## src/common/pftr_pkg.sv

```systemverilog
// Function
// - each fetch moves one byte into latch
// - 22-bit byte pointer, upper part bits 21:16
// - pointer updated per fetch variant
// - cpu stalled during fetch, released after
// - byte valid by next instruction cycle
// - pointer lsb picks high or low byte
`default_nettype none

package pftr_pkg;

	// ==========================================================
	// widths
	localparam int PFTR_PTR_W = 22;
	localparam int PFTR_ADDR_W = 16;
	localparam int PFTR_WORD_W = 16;

	// ==========================================================
	// register indices, byte address is four times the index
	localparam logic [11:0] PFTR_IDX_LATCH = 12'hFF5;
	localparam logic [11:0] PFTR_IDX_PTR_LOW = 12'hFF6;
	localparam logic [11:0] PFTR_IDX_PTR_HIGH = 12'hFF7;
	localparam logic [11:0] PFTR_IDX_PTR_UPPER = 12'hFF8;

	// ==========================================================
	// field positions and reset values
	localparam int PFTR_UPPER_LSB = 16;
	localparam int PFTR_HIGH_LSB = 8;
	localparam logic [7:0] PFTR_LATCH_RST = 8'h00;
	localparam logic [21:0] PFTR_PTR_RST = 22'h000000;
	localparam logic [1:0] PFTR_RESP_OKAY = 2'h0;
	localparam logic [1:0] PFTR_RESP_SLVERR = 2'h2;

	// ==========================================================
	// types
	typedef enum logic [1:0] {
		PFTR_OP_KEEP,
		PFTR_OP_POSTINC,
		PFTR_OP_POSTDEC,
		PFTR_OP_PREINC
	} pftr_mode_e;

	typedef enum logic {
		PFTR_IDLE,
		PFTR_FETCH
	} pftr_state_e;

	// ==========================================================
	// address decode: bit 2 hit, bits 1:0 register select
	function automatic logic [2:0] pftr_decode(
		input logic [PFTR_ADDR_W-1:0] addr
	);
		logic [13:0] idx;
		idx = addr[PFTR_ADDR_W-1:2];
		if (idx == {2'h0, PFTR_IDX_LATCH}) begin
			pftr_decode = 3'h4;
		end else if (idx == {2'h0, PFTR_IDX_PTR_LOW}) begin
			pftr_decode = 3'h5;
		end else if (idx == {2'h0, PFTR_IDX_PTR_HIGH}) begin
			pftr_decode = 3'h6;
		end else if (idx == {2'h0, PFTR_IDX_PTR_UPPER}) begin
			pftr_decode = 3'h7;
		end else begin
			pftr_decode = 3'h0;
		end
	endfunction

endpackage

`default_nettype wire

```

## src/logic/pftr_top.sv

```systemverilog
// The AXI4-Lite interface to the registers is this design's own decision.
`default_nettype none

module pftr_top
	import pftr_pkg::*;
(
	input wire logic aclk,
	input wire logic aresetn,

	// AXI4-Lite slave
	input wire logic [PFTR_ADDR_W-1:0] s_axi_awaddr,
	input wire logic [2:0] s_axi_awprot,
	input wire logic s_axi_awvalid,
	output logic s_axi_awready,
	input wire logic [31:0] s_axi_wdata,
	input wire logic [3:0] s_axi_wstrb,
	input wire logic s_axi_wvalid,
	output logic s_axi_wready,
	output logic [1:0] s_axi_bresp,
	output logic s_axi_bvalid,
	input wire logic s_axi_bready,
	input wire logic [PFTR_ADDR_W-1:0] s_axi_araddr,
	input wire logic [2:0] s_axi_arprot,
	input wire logic s_axi_arvalid,
	output logic s_axi_arready,
	output logic [31:0] s_axi_rdata,
	output logic [1:0] s_axi_rresp,
	output logic s_axi_rvalid,
	input wire logic s_axi_rready,

	// cpu instruction logic
	input wire logic flash_byte_fetch_op,
	input wire logic [1:0] fetch_op_mode,
	output logic cpu_stall,
	output logic fetch_done,
	output logic [7:0] fetched_byte_latch,
	output logic [PFTR_PTR_W-1:0] flash_byte_pointer,

	// program flash word port
	output logic flash_rd_req,
	output logic [PFTR_PTR_W-2:0] flash_word_addr,
	input wire logic flash_rd_valid,
	input wire logic [PFTR_WORD_W-1:0] flash_rd_data
);

	// ==========================================================
	// state
	typedef struct packed {
		pftr_state_e state;
		logic [PFTR_PTR_W-1:0] ptr;
		logic [PFTR_PTR_W-1:0] fetch_addr;
		logic [PFTR_PTR_W-1:0] ptr_after;
		logic [7:0] latch;
		logic flash_req;
		logic stall;
		logic done;
		logic [PFTR_ADDR_W-1:0] awaddr;
		logic aw_got;
		logic awready;
		logic [7:0] wdata;
		logic wstrb0;
		logic w_got;
		logic wready;
		logic bvalid;
		logic [1:0] bresp;
		logic arready;
		logic rvalid;
		logic [31:0] rdata;
		logic [1:0] rresp;
	} pftr_state_s;

	pftr_state_s state_reg;
	pftr_state_s state_next;

	logic [PFTR_PTR_W-1:0] step_fetch;
	logic [PFTR_PTR_W-1:0] step_after;
	logic [7:0] sel_byte;
	logic [2:0] wr_dec;
	logic [2:0] rd_dec;

	// ==========================================================
	// helpers
	pftr_ptr_step u_step (
		.ptr(state_reg.ptr),
		.mode(pftr_mode_e'(fetch_op_mode)),
		.fetch_addr(step_fetch),
		.ptr_after(step_after)
	);

	pftr_byte_select u_sel (
		.word(flash_rd_data),
		.byte_lsb(state_reg.fetch_addr[0]),
		.byte_out(sel_byte)
	);

	assign wr_dec = pftr_decode(state_reg.awaddr);
	assign rd_dec = pftr_decode(s_axi_araddr);

	// ==========================================================
	// next state
	always_comb begin
		state_next = state_reg;
		state_next.done = 1'b0;

		// write address and data, taken in either order
		if (state_reg.awready && s_axi_awvalid) begin
			state_next.awaddr = s_axi_awaddr;
			state_next.aw_got = 1'b1;
			state_next.awready = 1'b0;
		end
		if (state_reg.wready && s_axi_wvalid) begin
			state_next.wdata = s_axi_wdata[7:0];
			state_next.wstrb0 = s_axi_wstrb[0];
			state_next.w_got = 1'b1;
			state_next.wready = 1'b0;
		end
		if (state_reg.aw_got && state_reg.w_got && !state_reg.bvalid) begin
			state_next.bvalid = 1'b1;
			state_next.bresp = wr_dec[2] ? PFTR_RESP_OKAY : PFTR_RESP_SLVERR;
			if (wr_dec[2] && state_reg.wstrb0) begin
				case (wr_dec[1:0])
					2'h0: state_next.latch = state_reg.wdata;
					2'h1: state_next.ptr[7:0] = state_reg.wdata;
					2'h2: begin
						state_next.ptr[15:PFTR_HIGH_LSB] = state_reg.wdata;
					end
					2'h3: begin
						// upper part holds bits 21:16
						state_next.ptr[21:PFTR_UPPER_LSB] =
							state_reg.wdata[5:0];
					end
					default: state_next.latch = state_reg.latch;
				endcase
			end
		end
		if (state_reg.bvalid && s_axi_bready) begin
			state_next.bvalid = 1'b0;
			state_next.aw_got = 1'b0;
			state_next.w_got = 1'b0;
			state_next.awready = 1'b1;
			state_next.wready = 1'b1;
		end

		// read channel
		if (state_reg.arready && s_axi_arvalid) begin
			state_next.arready = 1'b0;
			state_next.rvalid = 1'b1;
			state_next.rresp = rd_dec[2] ? PFTR_RESP_OKAY : PFTR_RESP_SLVERR;
			state_next.rdata = 32'h00000000;
			if (rd_dec[2]) begin
				case (rd_dec[1:0])
					2'h0: state_next.rdata[7:0] = state_reg.latch;
					2'h1: state_next.rdata[7:0] = state_reg.ptr[7:0];
					2'h2: state_next.rdata[7:0] = state_reg.ptr[15:8];
					2'h3: state_next.rdata[5:0] = state_reg.ptr[21:16];
					default: state_next.rdata = 32'h00000000;
				endcase
			end
		end
		if (state_reg.rvalid && s_axi_rready) begin
			state_next.rvalid = 1'b0;
			state_next.arready = 1'b1;
		end

		// ======================================================
		// fetch sequence, overrides a bus write in the same cycle
		case (state_reg.state)
			PFTR_IDLE: begin
				if (flash_byte_fetch_op) begin
					state_next.fetch_addr = step_fetch;
					state_next.ptr_after = step_after;
					state_next.ptr = step_fetch;
					state_next.flash_req = 1'b1;
					state_next.stall = 1'b1;
					state_next.state = PFTR_FETCH;
				end
			end
			PFTR_FETCH: begin
				if (flash_rd_valid) begin
					state_next.latch = sel_byte;
					state_next.ptr = state_reg.ptr_after;
					state_next.flash_req = 1'b0;
					// released with the byte already latched
					state_next.stall = 1'b0;
					state_next.done = 1'b1;
					state_next.state = PFTR_IDLE;
				end
			end
			default: begin
				state_next.flash_req = 1'b0;
				state_next.stall = 1'b0;
				state_next.state = PFTR_IDLE;
			end
		endcase
	end

	// ==========================================================
	// registers
	always_ff @(posedge aclk) begin
		if (!aresetn) begin
			state_reg.state <= PFTR_IDLE;
			state_reg.ptr <= PFTR_PTR_RST;
			state_reg.fetch_addr <= PFTR_PTR_RST;
			state_reg.ptr_after <= PFTR_PTR_RST;
			state_reg.latch <= PFTR_LATCH_RST;
			state_reg.flash_req <= 1'b0;
			state_reg.stall <= 1'b0;
			state_reg.done <= 1'b0;
			state_reg.awaddr <= 16'h0000;
			state_reg.aw_got <= 1'b0;
			state_reg.awready <= 1'b1;
			state_reg.wdata <= 8'h00;
			state_reg.wstrb0 <= 1'b0;
			state_reg.w_got <= 1'b0;
			state_reg.wready <= 1'b1;
			state_reg.bvalid <= 1'b0;
			state_reg.bresp <= PFTR_RESP_OKAY;
			state_reg.arready <= 1'b1;
			state_reg.rvalid <= 1'b0;
			state_reg.rdata <= 32'h00000000;
			state_reg.rresp <= PFTR_RESP_OKAY;
		end else begin
			state_reg <= state_next;
		end
	end

	// ==========================================================
	// outputs
	assign s_axi_awready = state_reg.awready;
	assign s_axi_wready = state_reg.wready;
	assign s_axi_bvalid = state_reg.bvalid;
	assign s_axi_bresp = state_reg.bresp;
	assign s_axi_arready = state_reg.arready;
	assign s_axi_rvalid = state_reg.rvalid;
	assign s_axi_rdata = state_reg.rdata;
	assign s_axi_rresp = state_reg.rresp;
	assign cpu_stall = state_reg.stall;
	assign fetch_done = state_reg.done;
	assign fetched_byte_latch = state_reg.latch;
	assign flash_byte_pointer = state_reg.ptr;
	assign flash_rd_req = state_reg.flash_req;
	assign flash_word_addr = state_reg.fetch_addr[PFTR_PTR_W-1:1];

endmodule // pftr_top

`default_nettype wire

```

## src/logic/pftr_ptr_step.sv

```systemverilog
`default_nettype none

module pftr_ptr_step
	import pftr_pkg::*;
(
	input wire logic [PFTR_PTR_W-1:0] ptr,
	input wire pftr_mode_e mode,
	output logic [PFTR_PTR_W-1:0] fetch_addr,
	output logic [PFTR_PTR_W-1:0] ptr_after
);

	logic [PFTR_PTR_W-1:0] ptr_inc;
	logic [PFTR_PTR_W-1:0] ptr_dec;

	// wraps within 22 bits
	assign ptr_inc = ptr + 22'h000001;
	assign ptr_dec = ptr - 22'h000001;

	always_comb begin
		fetch_addr = ptr;
		ptr_after = ptr;
		case (mode)
			PFTR_OP_POSTINC: ptr_after = ptr_inc;
			PFTR_OP_POSTDEC: ptr_after = ptr_dec;
			PFTR_OP_PREINC: begin
				fetch_addr = ptr_inc;
				ptr_after = ptr_inc;
			end
			default: ptr_after = ptr;
		endcase
	end

endmodule // pftr_ptr_step

`default_nettype wire

```

## src/logic/pftr_byte_select.sv

```systemverilog
`default_nettype none

module pftr_byte_select
	import pftr_pkg::*;
(
	input wire logic [PFTR_WORD_W-1:0] word,
	input wire logic byte_lsb,
	output logic [7:0] byte_out
);

	// lsb set picks the high byte of the word
	assign byte_out = byte_lsb ? word[15:8] : word[7:0];

endmodule // pftr_byte_select

`default_nettype wire

```

## config.mk

```make
export PLATFORM = sky130hd
export DESIGN_NAME = pftr_top
export DESIGN_NICKNAME = d
export VERILOG_FILES = /design/src/common/pftr_pkg.sv /design/src/logic/pftr_top.sv /design/src/logic/pftr_ptr_step.sv /design/src/logic/pftr_byte_select.sv
export SDC_FILE = /design/constraint.sdc
export NUM_CORES = 1
export LEC_CHECK = 0
export BUFFER_PORTS_ARGS = -buffer_cell sky130_fd_sc_hd__buf_2
export CAP_MARGIN = 20
export CORE_MARGIN = 5
export CORE_UTILIZATION = 53
export DETAILED_ROUTE_END_ITERATION = 7
export PLACE_DENSITY = 0.81
export SETUP_SLACK_MARGIN = 0.1
export SKIP_CTS_REPAIR_TIMING = 1
export SLEW_MARGIN = 30
export SYNTH_ARGS = -nofsm -noshare
export SYNTH_HDL_FRONTEND = slang
export SYNTH_SLANG_ARGS = --single-unit
```

## constraint.sdc

```tcl
create_clock -name aclk -period 3.57 [get_ports aclk]
set_input_delay 0.5355 -clock aclk [delete_from_list [all_inputs] [get_ports aclk]]
set_output_delay 0.5355 -clock aclk [all_outputs]
set_load 0.01 [all_outputs]
```

==> load_flow_metrics.sql, run 1 <==
INSERT INTO impl_metrics (metric_group, metric, value, unit) VALUES
('sta', 'tightestPinTransition', '0.908', 'ns'),
('routing', 'vias', '6524', ''),
('sta', 'timing.setup.tns', '0', 'ns'),
('synthesis', 'synth_flop_cell', 'dfxtp_1', ''),
('setup_path', 'cp_num_cells', '5', ''),
('synthesis', 'ys_async_sr_fraction', '0', '%'),
('setup_path', 'r2r-end', 'state_reg[92]', ''),
('routing', 'wl_final', '19400', 'µm'),
('sta', 'finalCritPeriodShare', '76.4', '%'),
('die', 'initial_core_util', '54.2', '%'),
('synthesis', 'ys_top_cells_by_count', '117 x dfxtp_1, 95 x nand2_1, 88 x buf_4', ''),
('routing', 'detail-route-antenna-nets', '0', ''),
('setup_path', 'worst-endpoint-required', '3.94', 'ns'),
('pwr', 'clockPowerShare', '50.3', '%'),
('synthesis', 'synth.distinct_cells', '67', ''),
('global_routing', 'antenna_violations_before_repair', '0', ''),
('pwr', 'p_int', '2.76', 'mW'),
('final_layout', 'flip_flop_count_of_the_largest_register_after_layout', '49', ''),
('die', 'die_h', '124', 'µm'),
('synthesis', 'syn_avg_cell_area', '7.84', 'µm²'),
('pwr', 'ir_worst_vdd', '307', 'µV'),
('routing', 'first_iter_violations', '656', ''),
('routing', 'detail_route.drc_violations', '0', ''),
('pwr', 'power.total', '3.66', 'mW'),
('synthesis', 'synth_most_common_cell', 'dfxtp_1', ''),
('routing', 'wl_per_cell', '17.8', 'µm'),
('setup_path', 'worst_path_largest_cell_delay', '0.67', 'ns'),
('final_layout', 'areaGrowthSynthToFinish', '11.8', '%'),
('final_layout', 'layout.area.seq', '0.00234', 'mm²'),
('synthesis', 'ys.warnings.count', '0', ''),
('routing', 'drt_first_pass_iters', '7', ''),
('sta', 'max_freq', '367', 'MHz'),
('hold_path', 'worstHoldStart', 's_axi_awvalid', ''),
('pwr', 'power_switching', '0.899', 'mW'),
('pwr', 'power_density', '478', 'mW/mm²'),
('setup_path', 'critPathLaunch', 'flash_byte_pointer[3]', ''),
('global_routing', 'globalRoute.totalOverflow', '0', ''),
('synthesis', 'synthDominantAreaCellType', 'dfxtp_1', ''),
('die', 'coreArea', '0.0126', 'mm²'),
('global_routing', 'via_count_of_the_first_global_routing_pass', '5968', ''),
('synthesis', 'synth_area_leaders', 'dfxtp_1 34%, buf_4 9.7%, nand2_1 5.2%', ''),
('setup_path', 'crit_family', 'simple AND/OR/NAND/NOR gates', ''),
('clock_tree', 'clock_tree_root', 'clkbuf_16', ''),
('clock_tree', 'clk-insertion-delay-late', '0.42', 'ns'),
('setup_path', 'endpoint', 'state_reg[92]', ''),
('pwr', 'p_seq_share', '39.0', '%'),
('global_routing', 'grt_start_max_net_pins', '49', ''),
('setup_path', 'r2r_setup_slack', '0.84', 'ns'),
('routing', 'drt-vias-per-instance', '5.97', ''),
('run_status', 'run_status', 'finished, final reports clean', ''),
('global_routing', 'all_layer_global_routing_usage', '25.6', '%'),
('sta', 'rsz_0062_raised_after_global_routing', 'false', ''),
('clock_tree', 'clock_sink_count', '117', ''),
('setup_path', 'timing.critical_path.arrival', '3.10', 'ns'),
('clock_tree', 'number_of_h_tree_levels', '4', ''),
('setup_path', 'cpMaxStageDelayCell', 'or4b_4', ''),
('placed_design', 'gp_routability_congestion', '0.949', ''),
('clock_tree', 'cts_made_buffers', '17', ''),
('sta', 'final_hold_viol_count', '0', ''),
('synthesis', 'post-synth-top-area-fraction', '34.2', '%'),
('sta', 'finalSetupViolCount', '0', ''),
('setup_path', 'worstPathMaxFanout', '14', ''),
('setup_path', 'worst-r2r-cell-count', '5', ''),
('pwr', 'p_leak', '3.11', 'nW'),
('synthesis', 'number_of_enable_type_register_cells_in_the_synthesized_netlist', '0', ''),
('sta', 'minimum_clock_period_after_layout', '2.73', 'ns'),
('final_layout', 'nNetsFinal', '1010', ''),
('run', 'max-cap-violations', '0', ''),
('die', 'die_w', '124', 'µm'),
('setup_path', 'end_kind', 'flop', ''),
('setup_path', 'ordered_list_of_cells_on_the_worst_path', 'or4b_4 > or4_4 > or4_4 > a2111oi_2 > a311o_1', '');
==> cells in the final DEF, fill, tap and decap left out, types with 17 or more instances in the layout <==
| cell | synthesis | final |
|---|---|---|
| nand2_1 | 95 | 95 |
| o21ai_0 | 25 | 25 |
| a21oi_1 | 64 | 64 |
| nand4_1 | 22 | 22 |
| dfxtp_1 | 117 | 117 |
| buf_2 | 1 | 132 |
| nor2_1 | 49 | 49 |
| clkbuf_16 | 0 | 17 |
| mux2i_1 | 21 | 21 |
| nor3_1 | 22 | 22 |
| conb_1 | 1 | 26 |
| nand3_1 | 50 | 50 |
==> power by group through the flow <==
stage | clock network [mW] | registers, mW | logic [mW]
after floorplan | 0 | 1.43 | 0.318
after global placement | 0 | 1.45 | 0.380
after detailed placement | 0 | 1.45 | 0.387
after CTS | 1.85 | 1.42 | 0.389
after global routing | 1.92 | 1.43 | 0.437
final | 1.84 | 1.43 | 0.393
==> per-layer routing <==
metal	vias to the layer above	track usage [%]	share of wire, %
li1	3119	-	-
met1	3011	33.5	41
met2	351	39.5	46
met3	43	7.27	11
met4	0	10.8	2.6
met5	-	0	0
==> worst min path at each step <==
stage                                 to  cells past startpoint
final                      s_axi_awready                      2
after global routing       s_axi_awready                      2
after CTS                  s_axi_awready                      2
after detailed placement  s_axi_rdata[4]                      2
after global placement    s_axi_rdata[4]                      2
after floorplan           s_axi_rdata[0]                      2
==> through the flow <==
step           worst slack, ns  hold WS, ns  cell area [µm²]  std cells
2_1_floorplan            0.979        0.426             6930        897
3_3_place_gp             0.723        0.436             7010       1060
3_5_place_dp             0.702        0.435             7010       1060
4_1_cts                  0.874        0.307             7640       1092
5_1_grt                  0.728        0.332             7640       1092
6_report                 0.844        0.315             7650       1093
==> layout make-up <==
class,instances,share of cell area [%]
multi-input combinational,611,47.3
sequential,117,30.6
timing repair buffer,146,10.2
clock buffer,24,6.43
tap,172,2.81
clock inverter,8,1.90
inverter,14,0.687
antenna,1,0.0327
==> kinds of logic after synthesis <==
kind of cell	synth area share, %
flip-flops	34.2
AO/OA/AOI/OAI	20.0
adder cells (fa/ha/maj)	0.366
other	0.0548
buffers and inverters	14.3
XOR/XNOR	2.43
multiplexers	4.56
AND/OR/NAND/NOR	24.0
No activity file was read; power rests on OpenSTA's default activity.
==> inputs of run 2 (changes only) <==
CORE_UTILIZATION = 48   (was 53)
PLACE_DENSITY = 0.78   (was 0.81)
clock period = 2.3 ns   (was 3.57 ns; I/O delays follow)
==> load_flow_metrics.sql, run 2 (synthesis results as in run 1) <==
INSERT INTO impl_metrics (metric_group, metric, value, unit) VALUES
('sta', 'minimum_clock_period_after_layout', '2.35', 'ns'),
('clock_tree', 'clock_tree_root', 'clkbuf_16', ''),
('final_layout', 'layout_common_cells', '132 x buf_2, 116 x dfxtp_1, 95 x nand2_1', ''),
('placed_design', 'place.detailed.hpwl', '14700', 'µm'),
('sta', 'tightestPinTransition', '0.555', 'ns'),
('sta', 'worst_hold_slack', '0.130', 'ns'),
('sta', 'rsz_0062_raised_after_global_routing', 'true', ''),
('hold_path', 'hold_path_class', 'in2reg', ''),
('final_layout', 'areaGrowthSynthToFinish', '16.7', '%'),
('clock_tree', 'cts_tree', 'done', ''),
('setup_path', 'end_kind', 'flop', ''),
('final_layout', 'multiInputGateArea', '0.00372', 'mm²'),
('clock_tree', 'cts_made_buffers', '17', ''),
('sta', 'final_hold_viol_count', '0', ''),
('setup_path', 'worst-endpoint-required', '2.66', 'ns'),
('pwr', 'p_leak', '3.30', 'nW'),
('routing', 'drt_first_pass_iters', '5', ''),
('setup_path', 'cpMaxStageDelayCell', 'or4b_4', ''),
('setup_path', 'critPathBufInv', '0', ''),
('placed_design', 'io_buffers', '132', ''),
('die', 'die-area', '0.0167', 'mm²'),
('clock_tree', 'clock_sink_count', '117', ''),
('global_routing', 'grt_start_max_net_pins', '60', ''),
('die', 'die_h', '129', 'µm'),
('die', 'placement_rows', '43', ''),
('routing', 'wl_final', '20100', 'µm'),
('routing', 'wl_per_cell', '17.7', 'µm'),
('sta', 'max_freq', '426', 'MHz'),
('pwr', 'power.total', '5.24', 'mW'),
('routing', 'detail-route-antenna-nets', '0', ''),
('final_layout', 'drive_gt1_share', '26.4', '%'),
('final_layout', 'most_common_library_cell_in_the_layout_ignoring_fill_and_taps', 'buf_2', ''),
('pwr', 'power_density', '656', 'mW/mm²'),
('final_layout', 'utilization', '57.3', '%'),
('die', 'boundaryPins', '196', ''),
('final_layout', 'finish.instance_area', '0.00798', 'mm²'),
('setup_path', 'worstPathMaxFanout', '2', ''),
('final_layout', 'nNetsFinal', '1053', ''),
('clock_tree', 'number_of_h_tree_levels', '4', ''),
('global_routing', 'antenna_violations_before_repair', '1', ''),
('sta', 'maxSlewHeadroom', '62.9', '%'),
('placed_design', 'dpl.cell_count', '1111', ''),
('setup_path', 'timing.critical_path.mode_cell', 'or4_4', ''),
('setup_path', 'ordered_list_of_cells_on_the_worst_path', 'or4b_4 > or4_4 > or4_4 > a2111oi_4 > a311o_1', ''),
('global_routing', 'all_layer_global_routing_usage', '23.7', '%'),
('run', 'max-cap-violations', '0', ''),
('setup_path', 'startpoint_type', 'flop', ''),
('sta', 'clock_skew', '0.00704', 'ns'),
('pwr', 'ir_worst_vdd', '542', 'µV'),
('routing', 'first_iter_violations', '640', ''),
('die', 'die_w', '129', 'µm'),
('setup_path', 'timing.critical_path.arrival', '2.71', 'ns'),
('clock_tree', 'clock_transition_at_path_regs', '0.05', 'ns'),
('global_routing', 'via_count_of_the_first_global_routing_pass', '6060', ''),
('final_layout', 'layout.area.seq', '0.00234', 'mm²'),
('final_layout', 'flip_flop_count_of_the_largest_register_after_layout', '49', ''),
('clock_tree', 'max-clock-path-buffers', '2', ''),
('routing', 'vias', '6668', ''),
('final_layout', 'final_cells', '1139', ''),
('setup_path', 'worst_path_largest_cell_delay', '0.54', 'ns'),
('placed_design', 'area_after_detailed_placement', '0.00737', 'mm²'),
('global_routing', 'global_route_wire_length_before_repair', '31300', 'µm'),
('setup_path', 'timing_worst_setup_path_type', 'reg2reg', ''),
('routing', 'drt-vias-per-instance', '5.85', ''),
('clock_tree', 'clk-insertion-delay-late', '0.42', 'ns'),
('global_routing', 'globalRoute.totalOverflow', '0', ''),
('final_layout', 'fillers', '1324', ''),
('die', 'coreArea', '0.0139', 'mm²'),
('sta', 'timing.final.ws_setup', '-0.0491', 'ns'),
('setup_path', 'crit_family', 'simple AND/OR/NAND/NOR gates', ''),
('sta', 'finalSetupViolCount', '1', ''),
('sta', 'finalMaxSlewViolations', '0', ''),
('run_status', 'violations', 'negative setup slack', ''),
('placed_design', 'gp_routability_congestion', '0.909', ''),
('sta', 'finalCritPeriodShare', '102', '%'),
('routing', 'detail_route.drc_violations', '0', ''),
('run_status', 'run_status', 'finished with violations', ''),
('die', 'initial_core_util', '49.1', '%');
-- run 2: cell types whose count changed in the layout (fill, tap and decap cells not counted), sizes merged --
cell and change:
bufinv -3, clkbuf -4, clkinvlp -2, buf +43, clkinv +4
-- run 2: path summary, 6_finish.rpt --
check	startpoint	end	slack, ns	cells past startpoint
worst max register to register	flash_byte_pointer[4]	state_reg[92]	-0.05	5
worst min register to register	flash_word_addr[19]	flash_word_addr[19]	0.45	2
worst min-delay path	s_axi_wvalid	s_axi_wready	0.13	2
worst max-delay path	flash_byte_pointer[4]	state_reg[92]	-0.05	5
-- run 2: where the power goes --
part	switching, mW	internal, mW	leakage (nW)
sequential	0.0810	2.12	0.955
combinational	0.395	0.273	2.08
clock	0.874	1.49	0.263
-- run 2: layer usage --
layer  vias to the layer above  GRT usage (%)  share of wire, %
met1                      3128           30.6                42
li1                       3199              -                 -
met5                         -              0             0.035
met3                        40           7.75               9.8
met4                         2           8.28               2.5
met2                       299           37.3                45
-- run 2: layout make-up --
class,count,share of cell area [%]
multi-input cells,611,46.6
inverters,14,0.658
repair buffers,189,14.0
clock inverters,7,0.752
diodes,1,0.0314
flip-flops and latches,117,29.4
clock buffers,20,5.72
well taps,180,2.82
-- run 2: stage by stage --
stage / worst slack [ns] / setup TNS (ns)
2_1_floorplan: -0.185 / -0.185
3_3_place_gp: -0.0569 / -0.0569
3_5_place_dp: -0.0737 / -0.0737
4_1_cts: -0.0679 / -0.0679
5_1_grt: -0.106 / -0.106
6_report: -0.0491 / -0.0491
==> inputs of run 3 (changes only) <==
CELL_PAD_IN_SITES_DETAIL_PLACEMENT = 0   (was default)
CELL_PAD_IN_SITES_GLOBAL_PLACEMENT = 1   (was default)
CORE_UTILIZATION = 38   (was 48)
PLACE_DENSITY = default   (was 0.78)
PLACE_DENSITY_LB_ADDON = 0.1   (was default)
clock period = 2.7 ns   (was 2.3 ns; I/O delays follow)
==> load_flow_metrics.sql, run 3 (synthesis results as in run 1) <==
INSERT INTO impl_metrics (metric_group, metric, value, unit) VALUES
('clock_tree', 'clock_transition_at_path_regs', '0.06', 'ns'),
('setup_path', 'ordered_list_of_cells_on_the_worst_path', 'or4b_4 > or4_4 > or4_4 > a2111oi_2 > a311o_1', ''),
('routing', 'drt-vias-per-instance', '5.51', ''),
('sta', 'max_freq', '418', 'MHz'),
('setup_path', 'timing_worst_setup_path_type', 'reg2reg', ''),
('routing', 'wl_final', '22200', 'µm'),
('routing', 'detail_route.drc_violations', '0', ''),
('setup_path', 'worst-r2r-cell-count', '5', ''),
('pwr', 'ir_worst_vdd', '433', 'µV'),
('placed_design', 'place.detailed.hpwl', '16300', 'µm'),
('hold_path', 'hold_depth', '2', ''),
('clock_tree', 'clock_tree_root', 'clkbuf_16', ''),
('die', 'die_w', '144', 'µm'),
('clock_tree', 'cts_tree', 'done', ''),
('routing', 'drt_first_pass_iters', '7', ''),
('final_layout', 'flip_flop_count_of_the_largest_register_after_layout', '49', ''),
('sta', 'finalCritPeriodShare', '88.5', '%'),
('die', 'die_h', '144', 'µm'),
('setup_path', 'r2r-end', 'state_reg[92]', ''),
('sta', 'tightestPinTransition', '0.672', 'ns'),
('hold_path', 'worstHoldEndpoint', 's_axi_awready', ''),
('run', 'max-cap-violations', '0', ''),
('clock_tree', 'max-clock-path-buffers', '2', ''),
('final_layout', 'drive_gt1_share', '24.8', '%'),
('die', 'coreArea', '0.0178', 'mm²'),
('run_status', 'run_status', 'finished, final reports clean', ''),
('pwr', 'power.total', '4.54', 'mW'),
('final_layout', 'antenna_cells_inserted', '0', ''),
('sta', 'minimum_clock_period_after_layout', '2.39', 'ns'),
('hold_path', 'hold_path_class', 'in2reg', ''),
('routing', 'wl_per_cell', '18.7', 'µm'),
('routing', 'detail-route-antenna-nets', '0', ''),
('die', 'die-area', '0.0208', 'mm²'),
('clock_tree', 'cts_made_buffers', '17', ''),
('placed_design', 'io_buffers', '132', ''),
('sta', 'finalMaxSlewViolations', '0', ''),
('global_routing', 'all_layer_global_routing_usage', '21.1', '%'),
('sta', 'worst_hold_slack', '0.182', 'ns'),
('clock_tree', 'clk-insertion-delay-late', '0.42', 'ns'),
('hold_path', 'worstHoldStart', 's_axi_awvalid', ''),
('sta', 'clock_skew', '0.00855', 'ns'),
('final_layout', 'most_common_library_cell_in_the_layout_ignoring_fill_and_taps', 'buf_2', ''),
('die', 'initial_core_util', '38.3', '%'),
('setup_path', 'worst-endpoint-required', '3.07', 'ns'),
('setup_path', 'cpMaxStageDelayCell', 'or4b_4', ''),
('final_layout', 'nNetsFinal', '1047', ''),
('setup_path', 'timing.critical_path.arrival', '2.76', 'ns'),
('sta', 'final_hold_viol_count', '0', ''),
('die', 'placement_rows', '49', ''),
('final_layout', 'finish.instance_area', '0.00791', 'mm²'),
('sta', 'timing.setup.tns', '0', 'ns'),
('routing', 'vias', '6536', ''),
('sta', 'rsz_0062_raised_after_global_routing', 'false', ''),
('clock_tree', 'number_of_h_tree_levels', '4', ''),
('setup_path', 'r2r_start', 'flash_byte_pointer[2]', ''),
('placed_design', 'gp_routability_congestion', '0.901', ''),
('final_layout', 'layout_common_cells', '132 x buf_2, 117 x dfxtp_1, 95 x nand2_1', ''),
('global_routing', 'global_route_wire_length_before_repair', '34100', 'µm'),
('setup_path', 'end_kind', 'flop', ''),
('final_layout', 'areaGrowthSynthToFinish', '15.6', '%'),
('global_routing', 'via_count_of_the_first_global_routing_pass', '6073', ''),
('placed_design', 'area_after_detailed_placement', '0.00736', 'mm²'),
('setup_path', 'timing.critical_path.mode_cell', 'or4_4', ''),
('sta', 'finalSetupViolCount', '0', ''),
('pwr', 'power_density', '574', 'mW/mm²'),
('pwr', 'p_leak', '3.25', 'nW'),
('setup_path', 'worstPathMaxFanout', '2', ''),
('global_routing', 'grt_start_max_net_pins', '60', ''),
('global_routing', 'antenna_violations_before_repair', '0', ''),
('sta', 'maxSlewHeadroom', '55.1', '%'),
('global_routing', 'globalRoute.totalOverflow', '0', ''),
('routing', 'first_iter_violations', '453', ''),
('final_layout', 'fillers', '1888', ''),
('setup_path', 'startpoint_type', 'flop', ''),
('setup_path', 'r2r_setup_slack', '0.31', 'ns'),
('clock_tree', 'clock_sink_count', '117', ''),
('setup_path', 'worst_path_largest_cell_delay', '0.54', 'ns'),
('die', 'boundaryPins', '196', '');
## run 3: cell types whose count changed in the layout (fill, tap and decap cells not counted), sizes merged
cell,before,now
clkbuf,20,17
clkinvlp,0,4
bufinv,1,0
diode,1,0
clkinv,6,4
buf,189,183
inv,14,21
## run 3: per-stage QoR
step                      util (%)  worst slack [ns]  cells
after floorplan                  -             0.138    897
after global routing          44.3             0.206   1186
final                         44.3             0.310   1186
after detailed placement      41.2             0.190   1154
after CTS                     44.3             0.214   1186
after global placement        41.2             0.188   1154
## run 3: cell type report
cell class,instances,area (µm²),share of cell area (%)
multi-input combinational,611,3630,45.8
sequential,117,2340,29.6
timing repair buffer,183,1060,13.4
clock buffer,17,425,5.38
tap,229,287,3.62
clock inverter,15,120,1.52
inverter,14,52.6,0.664
## run 3: how the worst max path moves through the flow
stage / start / to / slack (ns)
floorplan: flash_byte_pointer[2] / state_reg[92] / 0.14
global placement: fetch_op_mode[1] / state_reg[92] / 0.19
detailed placement: fetch_op_mode[1] / state_reg[92] / 0.19
CTS: flash_byte_pointer[0] / state_reg[99] / 0.21
global route: flash_byte_pointer[0] / state_reg[99] / 0.21
finish: flash_byte_pointer[2] / state_reg[92] / 0.31
## run 3: power by group
part	internal (mW)	switching (mW)	leakage [nW]
logic	0.220	0.329	2.04
clock network	1.19	0.917	0.261
registers	1.81	0.0740	0.954
total	3.22	1.32	3.25
## run 3: routing by layer
layer,wire length (µm),up-vias,track usage [%],part of all wire [%]
met1,10300,3077,29.4,47
met2,9950,245,33.0,45
met4,229,0,5.11,1.0
li1,-,3195,-,-
met3,1680,19,5.22,7.6
met5,0,-,0,0
## run 3: critical path, delay by kind of cell, from the launching register on
| kind | cells | cell delay (ns) |
|---|---|---|
| compound gates | 2 | 0.51 |
| flops | 1 | 0.31 |
| simple gates | 3 | 1.52 |
